`src/hw/dsw_pkg.sv`:
```
// constants, register map and types of the dual switch pin control block
package dsw_pkg;

    // ************************************************************
    // clock
    // ************************************************************
    localparam int CLK_PERIOD_NS = 20;

    // least time in ns to whole clock cycles, never below one
    function automatic int cyc_min(input int t_ns);
        int c;
        c = (t_ns + CLK_PERIOD_NS - 1) / CLK_PERIOD_NS;
        return (c < 1) ? 1 : c;
    endfunction

    // ************************************************************
    // register byte addresses
    // ************************************************************
    localparam logic [7:0] ADDR_CTRL = 8'h00;
    localparam logic [7:0] ADDR_STATUS = 8'h04;
    localparam logic [7:0] ADDR_IRQ_STAT = 8'h08;
    localparam logic [7:0] ADDR_IRQ_MASK = 8'h0C;
    localparam logic [7:0] ADDR_SPI_TX = 8'h10;
    localparam logic [7:0] ADDR_SPI_RX = 8'h14;
    localparam logic [7:0] ADDR_PWM = 8'h18;
    localparam logic [7:0] ADDR_FAULT = 8'h1C;

    // ************************************************************
    // control register fields
    // ************************************************************
    localparam int CTRL_W = 7;
    localparam int CTRL_SENSE_TEMP = 0;
    localparam int CTRL_RATIO_HI = 1;
    localparam int CTRL_SENSE_CH = 2;
    localparam int CTRL_PWM_EN0 = 3;
    localparam int CTRL_PROFILE_INV = 4;
    localparam int CTRL_PWM_EN1 = 5;
    localparam int CTRL_PWM_EXT = 6;
    localparam logic [CTRL_W-1:0] CTRL_RST = 7'h00;

    // ************************************************************
    // status, interrupt and data fields
    // ************************************************************
    localparam int STAT_W = 8;
    localparam int IRQ_W = 4;
    localparam int IRQ_FAULT0 = 0;
    localparam int IRQ_FAULT1 = 1;
    localparam int IRQ_FAILSAFE = 2;
    localparam int IRQ_FRAME = 3;
    localparam logic [IRQ_W-1:0] IRQ_MASK_RST = 4'h0;
    localparam int SPI_W = 16;
    localparam logic [SPI_W-1:0] SPI_RST = 16'h0000;
    localparam logic [7:0] DUTY_RST = 8'h80;
    localparam int FAULT_W = 2;

    // ************************************************************
    // timing
    // ************************************************************
    localparam int PWM_TICK_NS = 1000;
    localparam int PWM_TICK_CYC = cyc_min(PWM_TICK_NS);
    localparam int BULB_BLANK_US = 20;
    localparam int BULB_BLANK_CYC = cyc_min(BULB_BLANK_US * 1000);
    localparam int MOTOR_BLANK_US = 2;
    localparam int MOTOR_BLANK_CYC = cyc_min(MOTOR_BLANK_US * 1000);
    localparam int SENSE_SETTLE_US = 4;
    localparam int SENSE_SETTLE_CYC = cyc_min(SENSE_SETTLE_US * 1000);
    localparam int FS_TIMEOUT_US = 256;
    localparam int FS_TIMEOUT_CYC = cyc_min(FS_TIMEOUT_US * 1000);

    // ************************************************************
    // operating modes
    // ************************************************************
    typedef enum logic [1:0] {
        MODE_NORMAL = 2'b00,
        MODE_SLEEP = 2'b01,
        MODE_FAILSAFE = 2'b10
    } dsw_mode_e;

endpackage

```
`src/hw/dsw_top.sv`:
```
// pin control, serial port and status logic of the dual high-side switch
//
// Chosen here: the register offsets and the Wishbone slave port.
`timescale 1ns/1ns
module dsw_top
    import dsw_pkg::*;
#(
    parameter int FS_CYCLES = FS_TIMEOUT_CYC
) (
    // clock and reset
    input wire logic CLK,
    input wire logic RST,
    // wishbone slave
    input wire logic CYC_I,
    input wire logic STB_I,
    input wire logic WE_I,
    input wire logic [7:0] ADR_I,
    input wire logic [3:0] SEL_I,
    input wire logic [31:0] DAT_I,
    output logic [31:0] DAT_O,
    output logic ACK_O,
    output logic IRQ_O,
    // device pins
    input wire logic DEVICE_RESET_N,
    input wire logic DIRECT_CTRL_CH0,
    input wire logic DIRECT_CTRL_CH1,
    input wire logic PROFILE_SEL_CH0,
    input wire logic PROFILE_SEL_CH1,
    input wire logic PWM_CLK_IN,
    // serial port pins
    input wire logic SERIAL_SELECT_N,
    input wire logic SCLK,
    input wire logic SI,
    output logic SO,
    output logic SO_OE,
    // analog side
    input wire logic OVERCUR_CH0,
    input wire logic OVERCUR_CH1,
    input wire logic SENSE_IN_RANGE,
    output logic SENSE_SRC_TEMP,
    output logic SENSE_RATIO_HI,
    output logic SENSE_CH_SEL,
    output logic SWITCH_OUT_CH0,
    output logic SWITCH_OUT_CH1,
    // open-drain status flags
    output logic FAILSAFE_FLAG_N_O,
    output logic FAILSAFE_FLAG_N_OE,
    output logic FAULT_FLAG_N_O,
    output logic FAULT_FLAG_N_OE,
    output logic SENSE_VALID_N_O,
    output logic SENSE_VALID_N_OE
);

    // ************************************************************
    // pin synchronisers
    // ************************************************************
    logic [10:0] pins_s;
    logic dev_rst_n_s, cs_n_s, sclk_s, si_s, pwmclk_s, range_s;
    logic sense_range_meta_q, sense_range_q;
    // reset and select pins idle high: flipped so a cleared synchroniser reads idle
    localparam logic [10:0] PINS_IDLE_HI = 11'h410;
    logic [1:0] direct_s, profile_s, oc_s;

    dsw_sync #(.W(11)) u_sync (
        .clk(CLK),
        .rst(RST),
        .d(PINS_IDLE_HI ^ {DEVICE_RESET_N, DIRECT_CTRL_CH1, DIRECT_CTRL_CH0, PROFILE_SEL_CH1,
            PROFILE_SEL_CH0, PWM_CLK_IN, SERIAL_SELECT_N, SCLK, SI, OVERCUR_CH1, OVERCUR_CH0}),
        .q(pins_s)
    );
    assign {dev_rst_n_s, direct_s, profile_s, pwmclk_s, cs_n_s, sclk_s, si_s, oc_s} =
        pins_s ^ PINS_IDLE_HI;
    assign range_s = sense_range_q;

    always_ff @(posedge CLK or posedge RST) begin
        if (RST) begin
            sense_range_meta_q <= 1'b0;
            sense_range_q <= 1'b0;
        end else begin
            sense_range_meta_q <= SENSE_IN_RANGE;
            sense_range_q <= sense_range_meta_q;
        end
    end

    // byte-lane merge of a bus write into a narrow register
    function automatic logic [31:0] lane_merge(input logic [31:0] old, input logic [31:0] wd,
                                               input logic [3:0] sel);
        logic [31:0] r;
        r = old;
        for (int b = 0; b < 4; b++) begin
            if (sel[b]) begin
                r[b*8 +: 8] = wd[b*8 +: 8];
            end
        end
        return r;
    endfunction

    // ************************************************************
    // bus decode
    // ************************************************************
    logic ack_q, req, wr;
    logic [CTRL_W-1:0] ctrl_q;
    logic [IRQ_W-1:0] irq_stat_q, irq_mask_q, irq_ev;
    logic [SPI_W-1:0] tx_q, rx_q;
    logic [7:0] duty_q;
    logic [FAULT_W-1:0] fault_q;
    logic [STAT_W-1:0] status;
    logic [31:0] rdata;
    dsw_mode_e mode_q;
    logic [1:0] sw_q, profile_eff;
    logic sense_valid_q;

    assign req = CYC_I & STB_I & ~ack_q;
    assign wr = req & WE_I;
    assign status = {sense_valid_q, mode_q == MODE_SLEEP, |fault_q, mode_q == MODE_FAILSAFE,
                     profile_eff, sw_q};

    always_comb begin
        rdata = 32'h0000_0000;
        unique case (ADR_I)
            ADDR_CTRL: rdata[CTRL_W-1:0] = ctrl_q;
            ADDR_STATUS: rdata[STAT_W-1:0] = status;
            ADDR_IRQ_STAT: rdata[IRQ_W-1:0] = irq_stat_q;
            ADDR_IRQ_MASK: rdata[IRQ_W-1:0] = irq_mask_q;
            ADDR_SPI_TX: rdata[SPI_W-1:0] = tx_q;
            ADDR_SPI_RX: rdata[SPI_W-1:0] = rx_q;
            ADDR_PWM: rdata[7:0] = duty_q;
            ADDR_FAULT: rdata[FAULT_W-1:0] = fault_q;
            default: rdata = 32'h0000_0000;
        endcase
    end

    always_ff @(posedge CLK or posedge RST) begin
        if (RST) begin
            ack_q <= 1'b0;
            DAT_O <= 32'h0000_0000;
        end else begin
            ack_q <= req;
            DAT_O <= req ? rdata : 32'h0000_0000;
        end
    end
    assign ACK_O = ack_q;

    // ************************************************************
    // configuration registers
    // ************************************************************
    always_ff @(posedge CLK or posedge RST) begin
        if (RST) begin
            ctrl_q <= CTRL_RST;
            irq_mask_q <= IRQ_MASK_RST;
            tx_q <= SPI_RST;
            duty_q <= DUTY_RST;
        end else if (!dev_rst_n_s) begin
            ctrl_q <= CTRL_RST;
            irq_mask_q <= IRQ_MASK_RST;
            tx_q <= SPI_RST;
            duty_q <= DUTY_RST;
        end else if (wr) begin
            if (ADR_I == ADDR_CTRL) ctrl_q <= CTRL_W'(lane_merge(32'(ctrl_q), DAT_I, SEL_I));
            if (ADR_I == ADDR_IRQ_MASK) irq_mask_q <= IRQ_W'(lane_merge(32'(irq_mask_q), DAT_I, SEL_I));
            if (ADR_I == ADDR_SPI_TX) tx_q <= SPI_W'(lane_merge(32'(tx_q), DAT_I, SEL_I));
            if (ADR_I == ADDR_PWM) duty_q <= 8'(lane_merge(32'(duty_q), DAT_I, SEL_I));
        end
    end

    always_ff @(posedge CLK or posedge RST) begin
        if (RST) begin
            SENSE_SRC_TEMP <= 1'b0;
            SENSE_RATIO_HI <= 1'b0;
            SENSE_CH_SEL <= 1'b0;
        end else begin
            SENSE_SRC_TEMP <= ctrl_q[CTRL_SENSE_TEMP];
            SENSE_RATIO_HI <= ctrl_q[CTRL_RATIO_HI];
            SENSE_CH_SEL <= ctrl_q[CTRL_SENSE_CH];
        end
    end

    // ************************************************************
    // serial port
    // ************************************************************
    logic sclk_prev_q, cs_prev_q, frame_ev;
    logic [SPI_W-1:0] shift_q;
    logic [7:0] bitcnt_q;

    always_ff @(posedge CLK or posedge RST) begin
        if (RST) begin
            sclk_prev_q <= 1'b0;
            cs_prev_q <= 1'b1;
            shift_q <= SPI_RST;
            bitcnt_q <= 8'h00;
            rx_q <= SPI_RST;
            SO <= 1'b0;
            SO_OE <= 1'b0;
        end else begin
            sclk_prev_q <= sclk_s;
            cs_prev_q <= cs_n_s;
            SO_OE <= ~cs_n_s;
            if (!cs_n_s && cs_prev_q) begin
                shift_q <= tx_q;
                SO <= tx_q[SPI_W-1];
                bitcnt_q <= 8'h00;
            end else if (!cs_n_s && sclk_s && !sclk_prev_q) begin
                shift_q <= {shift_q[SPI_W-2:0], si_s};
                if (bitcnt_q != 8'hFF) bitcnt_q <= bitcnt_q + 8'h01;
            end else if (!cs_n_s && !sclk_s && sclk_prev_q) begin
                SO <= shift_q[SPI_W-1];
            end
            if (frame_ev) rx_q <= shift_q;
        end
    end
    // a frame is whole when a multiple of sixteen bits, 16 to 240, was shifted
    assign frame_ev = cs_n_s & ~cs_prev_q & (bitcnt_q[3:0] == 4'h0) & (bitcnt_q != 8'h00);

    // ************************************************************
    // pwm time base
    // ************************************************************
    logic pwmclk_prev_q, tick;
    logic [7:0] div_q, pwm_cnt_q;

    always_ff @(posedge CLK or posedge RST) begin
        if (RST) begin
            pwmclk_prev_q <= 1'b0;
            div_q <= 8'h00;
            pwm_cnt_q <= 8'h00;
        end else begin
            pwmclk_prev_q <= pwmclk_s;
            div_q <= (div_q == 8'(PWM_TICK_CYC - 1)) ? 8'h00 : div_q + 8'h01;
            if (tick) pwm_cnt_q <= pwm_cnt_q + 8'h01;
        end
    end
    assign tick = ctrl_q[CTRL_PWM_EXT] ? (pwmclk_s & ~pwmclk_prev_q)
                                       : (div_q == 8'(PWM_TICK_CYC - 1));

    // ************************************************************
    // operating mode and watchdog
    // ************************************************************
    logic [31:0] wdog_q;
    logic fs_enter;

    assign fs_enter = (mode_q == MODE_NORMAL) && (wdog_q == 32'(FS_CYCLES - 1));

    always_ff @(posedge CLK or posedge RST) begin
        if (RST) begin
            mode_q <= MODE_SLEEP;
            wdog_q <= 32'h0000_0000;
        end else begin
            wdog_q <= (frame_ev || mode_q != MODE_NORMAL) ? 32'h0000_0000 : wdog_q + 32'h1;
            if (!dev_rst_n_s) begin
                mode_q <= (|direct_s) ? MODE_NORMAL : MODE_SLEEP;
            end else begin
                unique case (mode_q)
                    MODE_NORMAL: if (fs_enter) mode_q <= MODE_FAILSAFE;
                    MODE_SLEEP: if (frame_ev || |direct_s) mode_q <= MODE_NORMAL;
                    MODE_FAILSAFE: if (frame_ev) mode_q <= MODE_NORMAL;
                    default: mode_q <= MODE_SLEEP;
                endcase
            end
        end
    end

    // ************************************************************
    // channels, overcurrent profile and faults
    // ************************************************************
    logic [1:0] ch_req, ch_on, pwm_en, clr_fault, trip;
    logic [9:0] blank_q [2];

    assign profile_eff = profile_s ^ {2{ctrl_q[CTRL_PROFILE_INV]}};
    assign pwm_en = {ctrl_q[CTRL_PWM_EN1], ctrl_q[CTRL_PWM_EN0]};
    assign clr_fault = (wr && ADR_I == ADDR_FAULT && SEL_I[0]) ? DAT_I[1:0] : 2'b00;

    always_comb begin
        for (int i = 0; i < 2; i++) begin
            ch_req[i] = direct_s[i]
                      | (mode_q == MODE_NORMAL && pwm_en[i] && pwm_cnt_q < duty_q);
            ch_on[i] = ch_req[i] & ~fault_q[i] & (mode_q != MODE_SLEEP);
            trip[i] = sw_q[i] & oc_s[i] & (blank_q[i] == 10'h000);
        end
    end

    always_ff @(posedge CLK or posedge RST) begin
        if (RST) begin
            sw_q <= 2'b00;
            fault_q <= 2'b00;
            blank_q[0] <= 10'h000;
            blank_q[1] <= 10'h000;
        end else begin
            sw_q <= ch_on;
            for (int i = 0; i < 2; i++) begin
                if (ch_on[i] && !sw_q[i]) begin
                    // motor profile blanks inrush far shorter than bulb
                    blank_q[i] <= profile_eff[i] ? 10'(MOTOR_BLANK_CYC) : 10'(BULB_BLANK_CYC);
                end else if (blank_q[i] != 10'h000) begin
                    blank_q[i] <= blank_q[i] - 10'h001;
                end
                if (!dev_rst_n_s) fault_q[i] <= 1'b0;
                else if (trip[i]) fault_q[i] <= 1'b1;
                else if (clr_fault[i]) fault_q[i] <= 1'b0;
            end
        end
    end
    assign SWITCH_OUT_CH0 = sw_q[0];
    assign SWITCH_OUT_CH1 = sw_q[1];

    // ************************************************************
    // sense validity and status flags
    // ************************************************************
    logic [7:0] settle_q;
    logic [2:0] sense_cfg_q;
    logic fault_oe_q, fs_oe_q;

    always_ff @(posedge CLK or posedge RST) begin
        if (RST) begin
            settle_q <= 8'(SENSE_SETTLE_CYC);
            sense_cfg_q <= 3'h0;
            sense_valid_q <= 1'b0;
            fault_oe_q <= 1'b0;
            fs_oe_q <= 1'b0;
        end else begin
            sense_cfg_q <= {sw_q != ch_on, ctrl_q[CTRL_SENSE_CH], ctrl_q[CTRL_SENSE_TEMP]};
            if (sense_cfg_q != {sw_q != ch_on, ctrl_q[CTRL_SENSE_CH], ctrl_q[CTRL_SENSE_TEMP]}
                || sense_cfg_q[2]) begin
                settle_q <= 8'(SENSE_SETTLE_CYC);
            end else if (settle_q != 8'h00) begin
                settle_q <= settle_q - 8'h01;
            end
            sense_valid_q <= range_s && settle_q == 8'h00;
            fault_oe_q <= |fault_q;
            fs_oe_q <= mode_q == MODE_FAILSAFE;
        end
    end
    assign SENSE_VALID_N_O = 1'b0;
    assign SENSE_VALID_N_OE = sense_valid_q;
    assign FAULT_FLAG_N_O = 1'b0;
    assign FAULT_FLAG_N_OE = fault_oe_q;
    assign FAILSAFE_FLAG_N_O = 1'b0;
    assign FAILSAFE_FLAG_N_OE = fs_oe_q;

    // ************************************************************
    // interrupts
    // ************************************************************
    logic irq_q, rd_clr;

    assign irq_ev = {frame_ev, fs_enter, trip[1] & ~fault_q[1], trip[0] & ~fault_q[0]};
    assign rd_clr = req & ~WE_I & (ADR_I == ADDR_IRQ_STAT);

    always_ff @(posedge CLK or posedge RST) begin
        if (RST) begin
            irq_stat_q <= 4'h0;
            irq_q <= 1'b0;
        end else begin
            irq_stat_q <= (rd_clr ? 4'h0 : irq_stat_q) | irq_ev;
            irq_q <= |(irq_stat_q & irq_mask_q);
        end
    end
    assign IRQ_O = irq_q;
endmodule // dsw_top

```
`src/hw/dsw_sync.sv`:
```
// two flip-flop synchroniser for a group of pin inputs
`timescale 1ns/1ns
module dsw_sync #(
    parameter int W = 1
) (
    // clock and reset
    input wire logic clk,
    input wire logic rst,
    // pins in and synchronised levels out
    input wire logic [W-1:0] d,
    output logic [W-1:0] q
);
    logic [W-1:0] meta_q;

    always_ff @(posedge clk or posedge rst) begin
        if (rst) begin
            meta_q <= '0;
            q <= '0;
        end else begin
            meta_q <= d;
            q <= meta_q;
        end
    end
endmodule // dsw_sync

```
`config.mk`:
```
export PLATFORM = sky130hd
export DESIGN_NAME = dsw_top
export DESIGN_NICKNAME = d
export VERILOG_FILES = /design/src/hw/dsw_pkg.sv /design/src/hw/dsw_top.sv /design/src/hw/dsw_sync.sv
export SDC_FILE = /design/constraint.sdc
export NUM_CORES = 1
export LEC_CHECK = 0
export BUFFER_PORTS_ARGS = -buffer_cell sky130_fd_sc_hd__buf_4
export CORE_MARGIN = 2
export CORE_UTILIZATION = 28
export DETAILED_ROUTE_END_ITERATION = 6
export PLACE_DENSITY = 0.43
export SLEW_MARGIN = 20
export SYNTH_ARGS = -nofsm -noshare
export SYNTH_HDL_FRONTEND = slang
export SYNTH_SLANG_ARGS = --single-unit
```
`constraint.sdc`:
```
create_clock -name CLK -period 10.92 [get_ports CLK]
set_clock_uncertainty 0.2 [all_clocks]
set_input_delay 2.184 -clock CLK [delete_from_list [all_inputs] [get_ports CLK]]
set_output_delay 2.184 -clock CLK [all_outputs]
set_load 0.02 [all_outputs]
```
==> key figures, run 1 <==
Place
  – Worst setup timing slack at the placement stage: between 6000 and 7000 ps
  – Placed cell count: around 1,400
  – Detailed placer's ending HPWL: about 16 mm
  – Port Buf Inserts: 70
  – Routability Congestion: about 0.76

Yosys
  – Sequential fraction of the synthesis area: about 54%
  – Yosys synthesis warning count: 0
  – Number of distinct library cell variants in the gate-level netlist after synthesis: 65
  – Mean cell area of the mapped netlist: 10.52 sq um
  – Share of flip-flops with an asynchronous set or reset: 100.0%
  – Dominant register cell in the synthesized netlist: sky130_fd_sc_hd__dfrtp_1
  – Post-synth EDFFs: 0
  – Number of synthesized register bits: ~220
  – Number of instances in the synthesized netlist: 944
  – Synthesized cell area: 0.009930 sq mm

Floorplanning
  – Total die area: 0.03699 sq mm
  – Number of rows created at floorplan: 68
  – Count of boundary I/O pins: about 110
  – Effective utilization at floorplan: 28.60%
  – Width of the chip: ~190 microns
  – Core Area: approximately 0.035 sq mm
  – Die H: a little under 200 microns

Clocking
  – Number of buffers between clock root and the deepest sink: 3
  – Post_cts resized: 0
  – Clock Sinks: about 220
  – Postcts setup bufs: 0
  – CTS root buffer: sky130_fd_sc_hd__clkbuf_16
  – Number of buffers inserted during clock tree synthesis: 27
  – TritonCTS clock tree: yes
  – Number of hold buffers added after CTS: 0
  – Latest clock arrival within the worst-skew pair: approximately 520 ps
  – Clock-pin slew on the worst setup and hold paths: roughly 60 ps
  – H-tree levels: 1

Detailed routing
  – DRC marker count from the first detailed-route iteration: 400
  – Detailed-routing wirelength on met1: roughly 12 mm
  – Antenna Nets Post-Route: 0
  – Per-cell via count in the routed design: 4.748
  – Highest Signal Layer: met4
  – Number of optimization iterations in the first detailed-route pass: 4
  – Mean routed wirelength per cell: around 16 microns
  – Met3 WL post-DR: roughly 1.0 mm
  – Routed vias: just over 7,000
  – Detailed route wirelength on metal2: roughly 11 mm
  – Post-route DRC: 0
  – Final Routed Wirelength: about 24 mm

Critical path
  – Type of origin of the critical path: input port
  – Required time reported for the critical path endpoint: 11,120 ps
  – Critical path peak fanout: 18
  – Number of cells traversed by the worst register-to-register path: 11
  – Worst Setup Path Type: input port to flop
  – Worst setup EP type: flop
  – Arrival time at the worst endpoint: between 4000 and 5000 ps

STA
  – Share of the clock period used by the worst path: between 30% and 40%
  – Setup repair after global routing missed its margin: false
  – Total count of hold-check failures in the final report: 0
  – Worst slew slack as a fraction of its limit: a little under a third
  – Setup Total Neg Slack: 0 ps
  – Worst-margin pin slew: a little over 1000 ps
  – Worst-case setup margin in the final layout: ~6600 ps
  – Number of endpoints failing setup at the final stage: 0
  – Highest attainable clock frequency: around 230 MHz
  – Number of pins exceeding their max-slew limit in the final report: 0
  – Post-layout minimum cycle time: between 4000 and 5000 ps

Job
  – Maxcap violations: 0

Layout
  – Most frequent standard cell in the layout excluding fill and tap cells: sky130_fd_sc_hd__dfrtp_1
  – Commonest non-fill, non-tap cells in the layout: sky130_fd_sc_hd__dfrtp_1, sky130_fd_sc_hd__nor2_1, sky130_fd_sc_hd__nand2_1, sky130_fd_sc_hd__buf_4, sky130_fd_sc_hd__xnor2_1
  – Layout cell share with drive strength beyond 1: 15.08%
  – Area growth from synthesis to layout: 18.33%
  – Non-filler cells, final: approximately 1,500
  – Final Net Count: 1,088
  – Count of inserted antenna diode cells: 0

Worst hold path
  – Type of the most critical hold path: flop to flop
  – Depth of the worst hold-timing path: 0

Power
  – Leakage Power: roughly 5.2 nW
  – Overall power consumption: about 2 mW
  – Total power density per cell area: roughly 170 mW/mm^2
  – Maximum VDD drop: roughly 93 uV

Global route
  – Aggregate global routing overflow: 0
  – Wire length of the first global-routing pass: slightly below 40 mm
  – Largest net degree at the start of global routing: 90
  – Vias in the first global route: slightly below 7,000
  – Global router's overall resource usage: between 10% and 20%
  – Initial antenna violation count: 0

Run status
  – Outcome: finished, final reports clean
==> sequential cells by signal, indices dropped and copies added (netlist names), 11 cells and up <==
register / count
DAT_O: 16
blank_q: 20
tx_q: 16
wdog_q: 32
u_sync.meta_q: 11
rx_q: 16
shift_q: 16
u_sync.q: 11
==> where the power goes <==
group / internal [mW] / switching (mW) / leakage, nW / total, mW
clock network: 0.574 / 0.335 / 0.443 / 0.909
registers: 0.842 / 0.0421 / 2.83 / 0.884
logic: 0.0715 / 0.0970 / 1.93 / 0.168
total: 1.49 / 0.475 / 5.20 / 1.96
==> final cells by class <==
class                   instances  area (sq um)
multi-input cells             649          4156
repair buffers                 76         570.5
fillers                      3568         22960
inverters                      40         157.7
clock inverters                 9         147.6
well taps                     455         569.3
flip-flops and latches        215          5388
clock buffers                  39         760.7
==> critical path, cell delays in order <==
cell,delay [ps]
sky130_fd_sc_hd__buf_4,220
sky130_fd_sc_hd__or4b_4,540
sky130_fd_sc_hd__nor3_4,720
sky130_fd_sc_hd__nand4_1,290
sky130_fd_sc_hd__nor2b_1,310
sky130_fd_sc_hd__a22o_1,290
==> stage by stage <==
step	area (sq um)	util, %	hold WS (ps)
3_3_place_gp	10840	31.23	138.7
4_1_cts	11750	33.85	148.4
5_1_grt	11750	33.85	155.5
3_5_place_dp	10840	31.23	134.7
2_1_floorplan	9997	-	131.2
6_report	11750	33.85	145.0
==> cell families after synthesis <==
kind of cell | share of synthesized area [%]
xor+xnor | 5.292
compound gates | 9.451
fa+ha+maj | 2.268
flops | 54.26
buf+inv | 4.561
simple gates | 18.83
mux | 5.305
other cells | 0.03777
==> synthesized netlist by cell type, types with 21 or more instances <==
cell type / n / area share (%)
sky130_fd_sc_hd__nand3_1: 38 / 1.9
sky130_fd_sc_hd__a21oi_1: 35 / 1.8
sky130_fd_sc_hd__nor2_1: 105 / 4.0
sky130_fd_sc_hd__dfrtp_1: 209 / 53
sky130_fd_sc_hd__inv_1: 39 / 1.5
sky130_fd_sc_hd__nor3_1: 27 / 1.4
sky130_fd_sc_hd__nand2_1: 77 / 2.9
sky130_fd_sc_hd__clkbuf_1: 32 / 1.2
sky130_fd_sc_hd__xnor2_1: 46 / 4.1
sky130_fd_sc_hd__o21ai_0: 21 / 1.1
sky130_fd_sc_hd__mux2i_1: 29 / 2.9
==> final timing paths <==
check	startpoint	to	slack, ps
max reg2reg	duty_q[7]	settle_q[3]	7490
min in group asynchronous	RST	wdog_q[2]	1530
max in group asynchronous	RST	irq_mask_q[1]	6930
min reg2reg	u_sync.meta_q[1]	u_sync.q[1]	140
max	ADR_I[4]	tx_q[15]	6560
min	u_sync.meta_q[1]	u_sync.q[1]	140
==> per-layer routing <==
| metal | GRT usage [%] | vias to the layer above |
|---|---|---|
| li1 | - | 3404 |
| met1 | 19.77 | 3482 |
| met2 | 19.95 | 125 |
| met3 | 1.928 | 30 |
| met4 | 3.112 | 0 |
| met5 | 0 | - |
(Power assumes the default switching activity.)
==> run 2, diff against run 1 <==
PLACE_DENSITY = 0.45   (was 0.43)
clock period = 3.7 ns   (was 10.92 ns; I/O delays follow)
==> run 2 against run 1 <==
  * Die area unchanged
  * Sequential power increased to 3.0 times the previous value
  * Flip-flop and latch count unchanged
  * Global-route usage decreased by 0.11 points
  * Critical endpoint is now settle_q[1]
==> key figures, run 2 (synthesis gave the netlist of run 1 again) <==
STA
  – Setup repair after global routing missed its margin: false
  – Number of endpoints failing setup at the final stage: 0
  – Worst slew slack as a fraction of its limit: roughly 43%
  – Number of pins exceeding their max-slew limit in the final report: 0
  – Highest attainable clock frequency: between 200 and 300 MHz
  – Share of the clock period used by the worst path: 91.14%
  – Setup Total Neg Slack: 0 ps
  – Total count of hold-check failures in the final report: 0
  – Worst-margin pin slew: roughly 860 ps
  – Post-layout minimum cycle time: between 3000 and 4000 ps

Detailed routing
  – Per-cell via count in the routed design: ~4.7
  – Number of optimization iterations in the first detailed-route pass: 5
  – Post-route DRC: 0
  – Routed vias: approximately 7,000
  – Antenna Nets Post-Route: 0
  – Final Routed Wirelength: 23.92 mm
  – Mean routed wirelength per cell: 16.08 microns
  – DRC marker count from the first detailed-route iteration: about 410

Layout
  – Area growth from synthesis to layout: 18.71%
  – Count of inserted antenna diode cells: 0
  – Area of the multi-input gates: ~0.0042 sq mm
  – Layout cell share with drive strength beyond 1: between 10% and 20%
  – Layout fillers: ~3,500
  – Final Net Count: 1,092
  – Most frequent standard cell in the layout excluding fill and tap cells: sky130_fd_sc_hd__dfrtp_1
  – Register bank with the most flops: wdog_q
  – Final core utilization: between 30 and 40%
  – Number of flip-flops under the largest register name: 32
  – Registers with the most flip-flops: wdog_q x32, blank_q x20
  – Total area of sequential cells: ~0.0054 sq mm
  – Commonest non-fill, non-tap cells in the layout: sky130_fd_sc_hd__dfrtp_1, sky130_fd_sc_hd__nor2_1, sky130_fd_sc_hd__buf_4, sky130_fd_sc_hd__nand2_1, sky130_fd_sc_hd__xnor2_1

Clocking
  – Number of buffers inserted during clock tree synthesis: 26
  – Number of buffers between clock root and the deepest sink: 3
  – Postcts setup bufs: 0
  – H-tree levels: 1
  – Latest clock arrival within the worst-skew pair: 530 ps
  – Post_cts resized: 0
  – Clock Sinks: ~220
  – CTS root buffer: sky130_fd_sc_hd__clkbuf_16
  – TritonCTS clock tree: yes
  – Number of hold buffers added after CTS: 0
  – Clock-pin slew on the worst setup and hold paths: 60 ps

Floorplanning
  – Die H: roughly 190 microns
  – Core Area: 0.03471 sq mm
  – Number of rows created at floorplan: 68
  – Effective utilization at floorplan: 28.60%
  – Count of boundary I/O pins: between 100 and 150
  – Width of the chip: 192.3 microns
  – Total die area: between 0.03 and 0.04 sq mm

Critical path
  – Worst setup EP type: flop
  – Reg-to-reg setup timing slack: around 330 ps
  – Endpoint of the worst-slack reg-to-reg timing path: settle_q[1]
  – Beginning of the critical path: duty_q[7]
  – Critical path peak fanout: 8
  – Arrival time at the worst endpoint: around 3600 ps
  – Type of origin of the critical path: flop
  – Worst Setup Path Type: flop to flop
  – Number of cells traversed by the worst register-to-register path: 10
  – Critical R2R Launch: duty_q[7]
  – Required time reported for the critical path endpoint: just under 4000 ps
  – Worst Setup EP: settle_q[1]

Global route
  – Initial antenna violation count: 0
  – Global router's overall resource usage: 13.09%
  – Vias in the first global route: between 6,000 and 7,000
  – Largest net degree at the start of global routing: 81
  – Wire length of the first global-routing pass: 38.50 mm
  – Aggregate global routing overflow: 0

Power
  – Maximum VDD drop: 297.0 uV
  – Leakage Power: roughly 5.2 nW
  – Total power density per cell area: about 480 mW/mm^2
  – Overall power consumption: around 5.7 mW

Place
  – Detailed placer's ending HPWL: roughly 16 mm
  – Port Buf Inserts: 70
  – Routability Congestion: between 0.7 and 0.8

Job
  – Maxcap violations: 0

Run status
  – Outcome: finished, final reports clean

Worst hold path
  – Type of the most critical hold path: input port to flop
run 2: per-layer routing:
layer	share of wire [%]	vias to the layer above	global-route usage (%)
met5	0	-	0
met3	4.2	41	2.109
met1	50	3447	19.28
met4	2.6	0	3.641
met2	43	126	19.78
li1	-	3417	-
run 2: area by class of cell:
type	instances	share of cell area (%)
clock buffers	36	6.273
clock inverters	11	1.146
inverters	40	1.306
multi-input cells	649	35.26
flip-flops and latches	215	45.71
well taps	455	4.830
repair buffers	81	5.477
run 2: how the worst min path moves through the flow:
stage	slack (ps)	end	cells after the start	start
2_1_floorplan	130	range_s	0	sense_range_meta_q
3_3_place_gp	140	u_sync.q[4]	0	u_sync.meta_q[4]
3_5_place_dp	140	u_sync.q[5]	0	u_sync.meta_q[5]
4_1_cts	90	u_sync.meta_q[0]	1	OVERCUR_CH0
5_1_grt	100	u_sync.meta_q[1]	1	OVERCUR_CH1
6_report	120	u_sync.meta_q[0]	1	OVERCUR_CH0
run 2: where the power goes:
part | internal [mW] | leakage (nW) | switching (mW)
combinational | 0.217 | 1.96 | 0.283
sequential | 2.48 | 2.83 | 0.126
clock | 1.60 | 0.428 | 0.985
total | 4.30 | 5.22 | 1.39
run 2: per-stage QoR:
| step | cell area (sq um) | worst slack [ps] | hold WS [ps] | std cells |
|---|---|---|---|---|
| after floorplan | 10000 | -33.25 | 131.2 | 962 |
| after global placement | 10910 | 323.3 | 136.6 | 1440 |
| after detailed placement | 10910 | 298.8 | 136.4 | 1440 |
| after CTS | 11790 | 289.8 | 94.44 | 1487 |
| after global routing | 11790 | 34.85 | 99.28 | 1487 |
| final | 11790 | 327.9 | 116.5 | 1487 |
run 2: worst max-delay path, stage by stage, from the launching register on:
cell	delay (ps)
sky130_fd_sc_hd__dfstp_2	530
sky130_fd_sc_hd__inv_1	70
sky130_fd_sc_hd__ha_1	330
sky130_fd_sc_hd__a2111oi_0	440
sky130_fd_sc_hd__o21a_1	230
sky130_fd_sc_hd__nand3_1	70
sky130_fd_sc_hd__o21ai_0	260
sky130_fd_sc_hd__ha_1	170
sky130_fd_sc_hd__nand2_1	60
sky130_fd_sc_hd__or4_1	670
sky130_fd_sc_hd__a211oi_1	260
